**src/annps_pkg.sv**
```systemverilog
// Package with register offsets, field positions and carrier types for the page status bank.
package annps_pkg;

  // Register addresses on the management register port.
  localparam logic [4:0] ADDR_PARTNER_NEXT_PAGE_ABILITY = 5'h05;
  localparam logic [4:0] ADDR_AUTONEG_EXPANSION_STATUS  = 5'h06;

  // Field positions of the received next-page register.
  localparam int PG_FURTHER_PAGE_BIT = 15;
  localparam int PG_ACK_BIT          = 14;
  localparam int PG_MESSAGE_PAGE_BIT = 13;
  localparam int PG_COMPLY_BIT       = 12;
  localparam int PG_TOGGLE_BIT       = 11;
  localparam int PG_CODE_MSB         = 10;

  // Field positions of the expansion register.
  localparam int EXP_FAULT_BIT         = 4;
  localparam int EXP_PARTNER_PAGES_BIT = 3;
  localparam int EXP_LOCAL_PAGES_BIT   = 2;
  localparam int EXP_PAGE_RX_BIT    = 1;
  localparam int EXP_LP_AN_BIT      = 0;

  // Values after reset.
  localparam logic [15:0] PARTNER_PAGE_RESET = 16'h0000;
  localparam logic [15:0] EXPANSION_RESET    = 16'h0004;
  localparam logic [15:0] READ_ZERO          = 16'h0000;

  // Received link code word as handed over by the arbitration logic.
  typedef struct packed {
    logic        further_page_request;
    logic        ack;
    logic        message_page_flag;
    logic        partner_can_comply;
    logic        toggle;
    logic [10:0] code;
  } annps_page_s;

  // Level status coming from the negotiation logic.
  typedef struct packed {
    logic parallel_detect_fault;
    logic partner_supports_extra_pages;
    logic partner_negotiation_capable;
  } annps_status_s;

endpackage

```
**src/annps_status_regs.sv**
```systemverilog
// Read-only auto-negotiation next-page and expansion status registers.
//
// Contract
// - Bit 15 of the next-page register reads 1 when the partner wants another page.
// - Bit 14 of the next-page register shows the partner acknowledge taken from pulse bursts.
// - Bit 13 of the next-page register shows message page (1) or unformatted page (0), reset 0.
// - Bit 12 of the next-page register reads 1 when the partner can comply, reset 0.
// - Bit 11 of the next-page register holds the toggle value of the partner page, reset 0.
// - Bits 10 to 0 of the next-page register hold the partner's 11-bit code, reset 0.
// - Bits 15 to 5 of the expansion register ignore writes and read as zero.
// - Bit 4 of the expansion register reads 1 on a parallel detection fault, reset 0.
// - Bit 3 of the expansion register reads 1 when the partner supports next pages, reset 0.
// - Bit 2 of the expansion register is a constant 1 showing local next-page ability.
// - Bit 1 of the expansion register sets on a received page and clears on a read.
// - Bit 0 of the expansion register reads 1 when the partner supports negotiation, reset 0.
`timescale 1ns/10ps
`default_nettype none
module annps_status_regs (
  input  wire logic                     i_clk,
  input  wire logic                     i_rst,
  input  wire logic                     i_rd,
  input  wire logic [4:0]               i_addr,
  input  wire logic                     i_page_valid,
  input  wire annps_pkg::annps_page_s   i_page,
  input  wire annps_pkg::annps_status_s i_status,
  output logic [15:0]                   o_rdata,
  output logic                          o_rvalid
);

  logic                    exp_rd;
  logic                    page_rx;
  annps_pkg::annps_page_s  page_q;
  annps_pkg::annps_status_s status_r;
  logic [15:0]             exp_word;
  logic [15:0]             rdata_nxt;
  logic                    pg_rd;

  // A read of the expansion register is what clears the received flag.
  // Only a read of that one address clears it, so polling the page word is harmless.
  assign exp_rd = i_rd && (i_addr == annps_pkg::ADDR_AUTONEG_EXPANSION_STATUS);

  // A read of the received page word; used only by the checks below.
  assign pg_rd = i_rd && (i_addr == annps_pkg::ADDR_PARTNER_NEXT_PAGE_ABILITY);

  // The page word and the flag live in small helper blocks of their own.
  // Both are loaded by the same one-cycle strobe, so the flag can never
  // announce a page that the holding register has not yet taken.

  annps_page_capture u_capture (
    .i_clk  (i_clk),
    .i_rst  (i_rst),
    .i_load (i_page_valid),
    .i_page (i_page),
    .o_page (page_q)
  );

  annps_page_rx_flag u_flag (
    .i_clk   (i_clk),
    .i_rst   (i_rst),
    .i_set   (i_page_valid),
    .i_clear (exp_rd),
    .o_flag  (page_rx)
  );

  // Status levels come from negotiation logic on this clock, so one register stage suffices.
  // The stage costs a cycle of latency, which software polling over a slow bus never notices.
  always_ff @(posedge i_clk or posedge i_rst) begin
    if (i_rst) begin
      status_r <= '0;
    end else begin
      status_r <= i_status;
    end
  end

  // Expansion word; upper bits are constant zero, so writes have nothing to land on.
  // The local page ability bit is taken from the reset image so both agree by construction.
  always_comb begin
    exp_word = annps_pkg::READ_ZERO;
    exp_word[annps_pkg::EXP_FAULT_BIT]         = status_r.parallel_detect_fault;
    exp_word[annps_pkg::EXP_PARTNER_PAGES_BIT] = status_r.partner_supports_extra_pages;
    exp_word[annps_pkg::EXP_LOCAL_PAGES_BIT]   =
      annps_pkg::EXPANSION_RESET[annps_pkg::EXP_LOCAL_PAGES_BIT];
    exp_word[annps_pkg::EXP_PAGE_RX_BIT]  = page_rx;
    exp_word[annps_pkg::EXP_LP_AN_BIT]    = status_r.partner_negotiation_capable;
  end

  // Read multiplexer; the flag value before clearing is what the read returns.
  always_comb begin
    if (i_addr == annps_pkg::ADDR_PARTNER_NEXT_PAGE_ABILITY) begin
      rdata_nxt = page_q;
    end else if (i_addr == annps_pkg::ADDR_AUTONEG_EXPANSION_STATUS) begin
      rdata_nxt = exp_word;
    end else begin
      rdata_nxt = annps_pkg::READ_ZERO;
    end
  end

  // Read data is registered and held until the next read.
  // Holding it lets a slow serial master shift it out without a second strobe.
  always_ff @(posedge i_clk or posedge i_rst) begin
    if (i_rst) begin
      o_rdata  <= annps_pkg::READ_ZERO;
      o_rvalid <= 1'b0;
    end else begin
      o_rvalid <= i_rd;
      if (i_rd) begin
        o_rdata <= rdata_nxt;
      end
    end
  end

  property p_upper_zero;
    @(posedge i_clk) disable iff (i_rst) exp_rd |=> (o_rdata[15:5] == 11'h000);
  endproperty
  a_upper_zero: assert property (p_upper_zero) else $error("expansion upper bits not zero");

  property p_local_pages;
    @(posedge i_clk) disable iff (i_rst) exp_rd |=> o_rdata[2];
  endproperty
  a_local_pages: assert property (p_local_pages) else $error("local page bit not one");

  property p_read_clears;
    @(posedge i_clk) disable iff (i_rst) (exp_rd && page_rx && !i_page_valid) ##1 exp_rd
      |=> (o_rdata[1] == 1'b0);
  endproperty
  a_read_clears: assert property (p_read_clears) else $error("second read saw flag");

  property p_fault;
    @(posedge i_clk) disable iff (i_rst)
      exp_rd |=> (o_rdata[4] == $past(status_r.parallel_detect_fault));
  endproperty
  a_fault: assert property (p_fault) else $error("fault bit wrong");

  property p_lpnp;
    @(posedge i_clk) disable iff (i_rst) exp_rd |=> (o_rdata[3] == $past(status_r.partner_supports_extra_pages));
  endproperty
  a_lpnp: assert property (p_lpnp) else $error("partner page bit wrong");

  property p_lpan;
    @(posedge i_clk) disable iff (i_rst) exp_rd |=> (o_rdata[0] == $past(status_r.partner_negotiation_capable));
  endproperty
  a_lpan: assert property (p_lpan) else $error("partner negotiation bit wrong");

  property p_page_read;
    @(posedge i_clk) disable iff (i_rst)
      i_page_valid ##1 (i_rd && !i_page_valid && i_addr == annps_pkg::ADDR_PARTNER_NEXT_PAGE_ABILITY)
      |=> (o_rdata == $past(i_page, 2));
  endproperty
  a_page_read: assert property (p_page_read) else $error("page read mismatch");

  property p_rvalid;
    @(posedge i_clk) disable iff (i_rst) i_rd |=> o_rvalid;
  endproperty
  a_rvalid: assert property (p_rvalid) else $error("read not answered");

  // Field checks of the page word. Each field is looked at on its own so a
  // swapped pair of bits shows up by name rather than as one bad word.
  // They compare against the held word, which a page strobe may replace in
  // the very cycle of the read; the read returns the word before that.

  // The further page request sits at the top of the word.
  property p_further_page;
    @(posedge i_clk) disable iff (i_rst)
      pg_rd |=> (o_rdata[annps_pkg::PG_FURTHER_PAGE_BIT] == $past(page_q.further_page_request));
  endproperty
  a_further_page: assert property (p_further_page) else $error("further page bit wrong");

  // The acknowledge bit comes straight from the received word.
  property p_ack_bit;
    @(posedge i_clk) disable iff (i_rst)
      pg_rd |=> (o_rdata[annps_pkg::PG_ACK_BIT] == $past(page_q.ack));
  endproperty
  a_ack_bit: assert property (p_ack_bit) else $error("acknowledge bit wrong");

  // Message or unformatted page type.
  property p_message_page;
    @(posedge i_clk) disable iff (i_rst)
      pg_rd |=> (o_rdata[annps_pkg::PG_MESSAGE_PAGE_BIT] == $past(page_q.message_page_flag));
  endproperty
  a_message_page: assert property (p_message_page) else $error("page type bit wrong");

  // Ability of the partner to comply with the message.
  property p_comply;
    @(posedge i_clk) disable iff (i_rst)
      pg_rd |=> (o_rdata[annps_pkg::PG_COMPLY_BIT] == $past(page_q.partner_can_comply));
  endproperty
  a_comply: assert property (p_comply) else $error("comply bit wrong");

  // Toggle bit of the received word.
  property p_toggle;
    @(posedge i_clk) disable iff (i_rst)
      pg_rd |=> (o_rdata[annps_pkg::PG_TOGGLE_BIT] == $past(page_q.toggle));
  endproperty
  a_toggle: assert property (p_toggle) else $error("toggle bit wrong");

  // Eleven-bit code field.
  property p_code;
    @(posedge i_clk) disable iff (i_rst)
      pg_rd |=> (o_rdata[annps_pkg::PG_CODE_MSB:0] == $past(page_q.code));
  endproperty
  a_code: assert property (p_code) else $error("code field wrong");

  // The held word only changes on a page strobe.
  property p_page_hold;
    @(posedge i_clk) disable iff (i_rst) !i_page_valid |=> $stable(page_q);
  endproperty
  a_page_hold: assert property (p_page_hold) else $error("page word changed unasked");

  // Values seen at the first edge after reset is released. The reset is
  // asynchronous, so these state that nothing moved before the clock came.

  // The page word starts out all zero.
  property p_reset_page;
    @(posedge i_clk) disable iff (i_rst) $fell(i_rst) |-> (page_q == annps_pkg::PARTNER_PAGE_RESET);
  endproperty
  a_reset_page: assert property (p_reset_page) else $error("page word not reset");

  // The received flag starts out clear.
  property p_reset_flag;
    @(posedge i_clk) disable iff (i_rst) $fell(i_rst) |-> !page_rx;
  endproperty
  a_reset_flag: assert property (p_reset_flag) else $error("page flag not reset");

  // The status stage starts out clear.
  property p_reset_status;
    @(posedge i_clk) disable iff (i_rst) $fell(i_rst) |-> (status_r == '0);
  endproperty
  a_reset_status: assert property (p_reset_status) else $error("status not reset");

  // The read data starts out zero.
  property p_reset_rdata;
    @(posedge i_clk) disable iff (i_rst) $fell(i_rst) |-> (o_rdata == annps_pkg::READ_ZERO);
  endproperty
  a_reset_rdata: assert property (p_reset_rdata) else $error("read data not reset");

  // No answer is pending out of reset.
  property p_reset_rvalid;
    @(posedge i_clk) disable iff (i_rst) $fell(i_rst) |-> !o_rvalid;
  endproperty
  a_reset_rvalid: assert property (p_reset_rvalid) else $error("answer pending after reset");

  // Read port behaviour. Unmapped addresses answer zero, and the data holds
  // between reads so a slow master can take it at leisure.

  // An address outside the bank reads as zero.
  property p_unmapped;
    @(posedge i_clk) disable iff (i_rst) (i_rd && !pg_rd && !exp_rd) |=> (o_rdata == 16'h0000);
  endproperty
  a_unmapped: assert property (p_unmapped) else $error("unmapped read not zero");

  // Read data stands until the next read.
  property p_rdata_hold;
    @(posedge i_clk) disable iff (i_rst) !i_rd |=> $stable(o_rdata);
  endproperty
  a_rdata_hold: assert property (p_rdata_hold) else $error("read data moved");

  // The expansion word keeps its upper bits at zero at all times.
  property p_exp_upper;
    @(posedge i_clk) disable iff (i_rst) exp_word[15:5] == 11'h000;
  endproperty
  a_exp_upper: assert property (p_exp_upper) else $error("expansion upper bits set");

  // The local page ability bit never drops.
  property p_local_const;
    @(posedge i_clk) disable iff (i_rst) exp_word[annps_pkg::EXP_LOCAL_PAGES_BIT];
  endproperty
  a_local_const: assert property (p_local_const) else $error("local ability dropped");

  // Flag behaviour. A set and a clearing read in the same cycle leave the
  // flag set, while the read itself returns the value from before the edge.

  // A page strobe always leaves the flag set.
  property p_flag_set;
    @(posedge i_clk) disable iff (i_rst) i_page_valid |=> page_rx;
  endproperty
  a_flag_set: assert property (p_flag_set) else $error("flag not set by page");

  // A read returns the flag as it stood before the clearing edge.
  property p_old_flag;
    @(posedge i_clk) disable iff (i_rst) exp_rd |=> (o_rdata[1] == $past(page_rx));
  endproperty
  a_old_flag: assert property (p_old_flag) else $error("read lost flag value");

  // Without a page or a read the flag keeps its value.
  property p_flag_stable;
    @(posedge i_clk) disable iff (i_rst) (!i_page_valid && !exp_rd) |=> $stable(page_rx);
  endproperty
  a_flag_stable: assert property (p_flag_stable) else $error("flag moved unasked");

  // The status stage follows its input one edge later.
  property p_status_stage;
    @(posedge i_clk) disable iff (i_rst) 1'b1 |=> (status_r == $past(i_status));
  endproperty
  a_status_stage: assert property (p_status_stage) else $error("status stage lagging");

endmodule
`default_nettype wire

```
**src/annps_page_rx_flag.sv**
```systemverilog
// Sticky page-received flag that clears when software reads it.
`timescale 1ns/10ps
`default_nettype none
module annps_page_rx_flag (
  input  wire logic i_clk,
  input  wire logic i_rst,
  input  wire logic i_set,
  input  wire logic i_clear,
  output logic      o_flag
);

  // A new page wins over a clearing read in the same cycle so no page is lost.
  always_ff @(posedge i_clk or posedge i_rst) begin
    if (i_rst) begin
      o_flag <= 1'b0;
    end else if (i_set) begin
      o_flag <= 1'b1;
    end else if (i_clear) begin
      o_flag <= 1'b0;
    end
  end

  property p_set_wins;
    @(posedge i_clk) disable iff (i_rst) i_set |=> o_flag;
  endproperty
  a_set_wins: assert property (p_set_wins) else $error("page flag lost a set");

  property p_clear_on_read;
    @(posedge i_clk) disable iff (i_rst) (i_clear && !i_set) |=> !o_flag;
  endproperty
  a_clear_on_read: assert property (p_clear_on_read) else $error("page flag not cleared");

endmodule
`default_nettype wire

```
**src/annps_page_capture.sv**
```systemverilog
// Holding register for the latest received link code word.
`timescale 1ns/10ps
`default_nettype none
module annps_page_capture (
  input  wire logic               i_clk,
  input  wire logic               i_rst,
  input  wire logic               i_load,
  input  wire annps_pkg::annps_page_s i_page,
  output annps_pkg::annps_page_s  o_page
);

  // The word is only replaced on a complete reception so a read never sees a half page.
  always_ff @(posedge i_clk or posedge i_rst) begin
    if (i_rst) begin
      o_page <= annps_pkg::PARTNER_PAGE_RESET;
    end else if (i_load) begin
      o_page <= i_page;
    end
  end

  property p_load;
    @(posedge i_clk) disable iff (i_rst) i_load |=> (o_page == $past(i_page));
  endproperty
  a_load: assert property (p_load) else $error("page not captured");

endmodule
`default_nettype wire

```
**config.mk**
```make
export PLATFORM = sky130hd
export DESIGN_NAME = annps_status_regs
export DESIGN_NICKNAME = d
export VERILOG_FILES = /design/src/annps_pkg.sv /design/src/annps_status_regs.sv /design/src/annps_page_rx_flag.sv /design/src/annps_page_capture.sv
export SDC_FILE = /design/constraint.sdc
export NUM_CORES = 1
export LEC_CHECK = 0
export ABC_AREA = 1
export BUFFER_PORTS_ARGS = -buffer_cell sky130_fd_sc_hd__buf_2
export CELL_PAD_IN_SITES_DETAIL_PLACEMENT = 0
export CELL_PAD_IN_SITES_GLOBAL_PLACEMENT = 1
export CORE_MARGIN = 5
export CORE_UTILIZATION = 38
export CTS_BUF_LIST = sky130_fd_sc_hd__clkbuf_16
export DETAILED_ROUTE_END_ITERATION = 10
export HOLD_SLACK_MARGIN = 0.08
export PLACE_DENSITY_LB_ADDON = 0.1
export SETUP_SLACK_MARGIN = 0.1
export SYNTH_ARGS = -nofsm -noshare
export SYNTH_HDL_FRONTEND = slang
export SYNTH_HIERARCHICAL = 1
export SYNTH_SLANG_ARGS = --single-unit
```
**constraint.sdc**
```tcl
create_clock -name i_clk -period 1 [get_ports i_clk]
set_clock_uncertainty 0.2 [all_clocks]
set_input_delay 0.05 -clock i_clk [delete_from_list [all_inputs] [get_ports i_clk]]
set_output_delay 0.05 -clock i_clk [all_outputs]
set_load 0.03 [all_outputs]
```
==> metrics.cfg <==
[detailed_routing]
drtAntennaViolNets = 0
drt_iter0_markers = 69
firstDrtPassIters = 4
post_drt_wl_per_cell_um = 11.7
viasPerCell = 4.37
dr_total_vias = 1325
drc = 0
wl_mm = 3.54

[critical_path]
crit_fanout = 2
cp-end-kind = output port
crit_path_top_delay_cell = dfrtp_2
max_stage_delay_ns = 0.41
arrival_ns = 0.83
cp_num_buf_inv = 1
cp_top_family = flip-flops
critical_path_class = reg -> out
crit_chain = buf_6
crit_required_ns = 0.75
crit_path_start_kind = flip-flop

[synth]
synth.most_common_cell = nand2_1
synth_edf_count = 0
ys_top_cells_by_count = nand2_1, dfrtp_1, inv_1, nand3_1, o21ai_2
synth-warning-count = 6
synth_largest_area_cell = dfrtp_1
synth_seq_area_share_pct = 57.9
yosysTopAreaCellShare_pct = 57.9
syn_area_per_cell_um2 = 9.14
synth_cells = 175
yosys-top-cells-area = dfrtp_1, nand2_1, o21ai_2
ys_types = 16
synth-async-reset-ratio_pct = 100
synth_area_um2 = 1600
synth_seq_cells = 37
syn_nets = 203
synth_flop_cell = dfrtp_1

[timing]
finalCriticalPeriod_ns = 1.08
max-slew-margin-rel_pct = 78.8
hold_ws_ns = -0.194
fin_tns_setup_ns = -1.10
fin_ws_ns = -0.0791
rsz0062_at_grt = true
fmax_ghz = 0.927
finalSetupViolCount = 17
period_share_pct = 108
final_hold_viol_count = 19
final-max-slew-violation-count = 0
tightest_slew_ns = 0.317

[floorplan]
rows = 23
ios = 45
die_w_um = 74.9
coreArea_um2 = 4030
dieArea_um2 = 5610
die_h_um = 74.9
start_util_pct = 39.7

[pwr]
p_comb_share_pct = 12.4
sequentialPowerShare_pct = 46.8
p_leak_nw = 1.28
peakVddDrop_mv = 0.996
clockPowerShare_pct = 40.8
p_int_mw = 2.68
swShare_pct = 22.9
p_sw_mw = 0.797
power_density_nw_per_um2 = 1440
finalPower_mw = 3.48

[final_layout]
finalInstanceArea_um2 = 2420
area_delta_synth_final_pct = 51.1
final_nets = 280
drive_gt1_share_pct = 43.5
finalNonFillerCells = 303
antennaDiodeCount = 0

[placement]
gp_congestion = 0.771
portBuffers = 44
placed_cell_area_um2 = 1900
dp_cells = 271
place_hpwl_mm = 2.60
place_ws_ns = -0.0670

[global_routing]
grt_use_total_pct = 14.2
grt_max_degree = 21
overflow = 0
antenna_found_initial = 0
first_global_vias = 1280
grt_first_pass_wirelength_mm = 5.87

[cts]
ctsHoldBuffers = 20
htreeDepth = 2
cts_sinks = 37
cts_tree = done
cts_root_buffer = clkbuf_16
clock_latency_ns = 0.27
clockBufferDepth = 2
clk_pin_slew_ns = 0.05
cts_made_buffers = 5

[run_status]
failed_checks = hold timing, setup timing
status = complete, but fails checks

[hold_path]
hp-class = in -> reg

[flow_run]
max_cap_viol_count = 0

==> registers in the layout, summed over array words and instances (netlist names) <==
name,cells
exp_word,3
u_capture/o_page,16
o_rvalid,1
o_rdata,16
u_flag/o_flag,1
==> cell usage in the layout (no fill, tap or decap), drive strengths merged <==
master and count:
clkbuf 5, buf 58, dfrtp 37, inv 19, nand2 85, nand3 11
nand4 4, nor2 3, o21ai 11, dlygate4sd3 20
==> per-layer routing <==
layer / share of wire [%] / GRT usage [%]
met5: 0 / 0
met1: 48 / 18.8
met4: 1.1 / 7.11
met3: 5.8 / 3.20
met2: 45 / 21.9
==> repair_timing <==
item | in CTS | in global routing
endpoints found under the hold margin | 63 | 24
resized for setup | 36 | 11
pin swaps | 11 | 3
buffers inserted | 1 | 3
setup endpoints to repair | 22 | 24
==> power groups by stage <==
stage	clock network, mW	registers [mW]	logic, mW
3_5_place_dp	0	1.65	0.332
2_1_floorplan	0	1.66	0.196
5_1_grt	1.52	1.64	0.486
4_1_cts	1.47	1.63	0.416
3_3_place_gp	0	1.65	0.327
6_report	1.42	1.63	0.433
==> cell families (layout without fill, tap and decap cells) <==
| group | count (synthesis) | count (layout) | synth area share (%) |
|---|---|---|---|
| flip-flops | 37 | 37 | 57.9 |
| AND/OR/NAND/NOR | 103 | 103 | 27.2 |
| buffers and inverters | 24 | 102 | 9.15 |
| AO/OA/AOI/OAI | 11 | 11 | 5.79 |
==> area by class of cell <==
type	count	area, um^2
clock buffer	5	125
sequential	37	946
tap	50	62.6
inverter	16	65.1
multi-input combinational	114	566
fill	373	1610
clock inverter	3	11.3
timing repair buffer	78	643
==> through the flow <==
stage	util (%)	hold WS [ns]
6_report	60.0	-0.194
5_1_grt	60.0	-0.196
4_1_cts	58.5	-0.206
3_3_place_gp	47.1	-0.297
2_1_floorplan	-	-0.421
3_5_place_dp	47.1	-0.293
==> worst paths after layout <==
check	endpoint	slack (ns)	start	depth (start not counted)
max	o_rdata[8]	-0.08	o_rdata[8]	1
min	o_rvalid	-0.19	i_rd	1
max reg2reg	o_rdata[5]	0.05	o_rdata[5]	3
min reg2reg	u_capture/o_page[11]	0.28	u_capture/o_page[11]	2
max in group asynchronous	o_rdata[13]	0.18	i_rst	4
min in group asynchronous	u_flag/o_flag	0	i_rst	3
(Power assumes the default switching activity.)
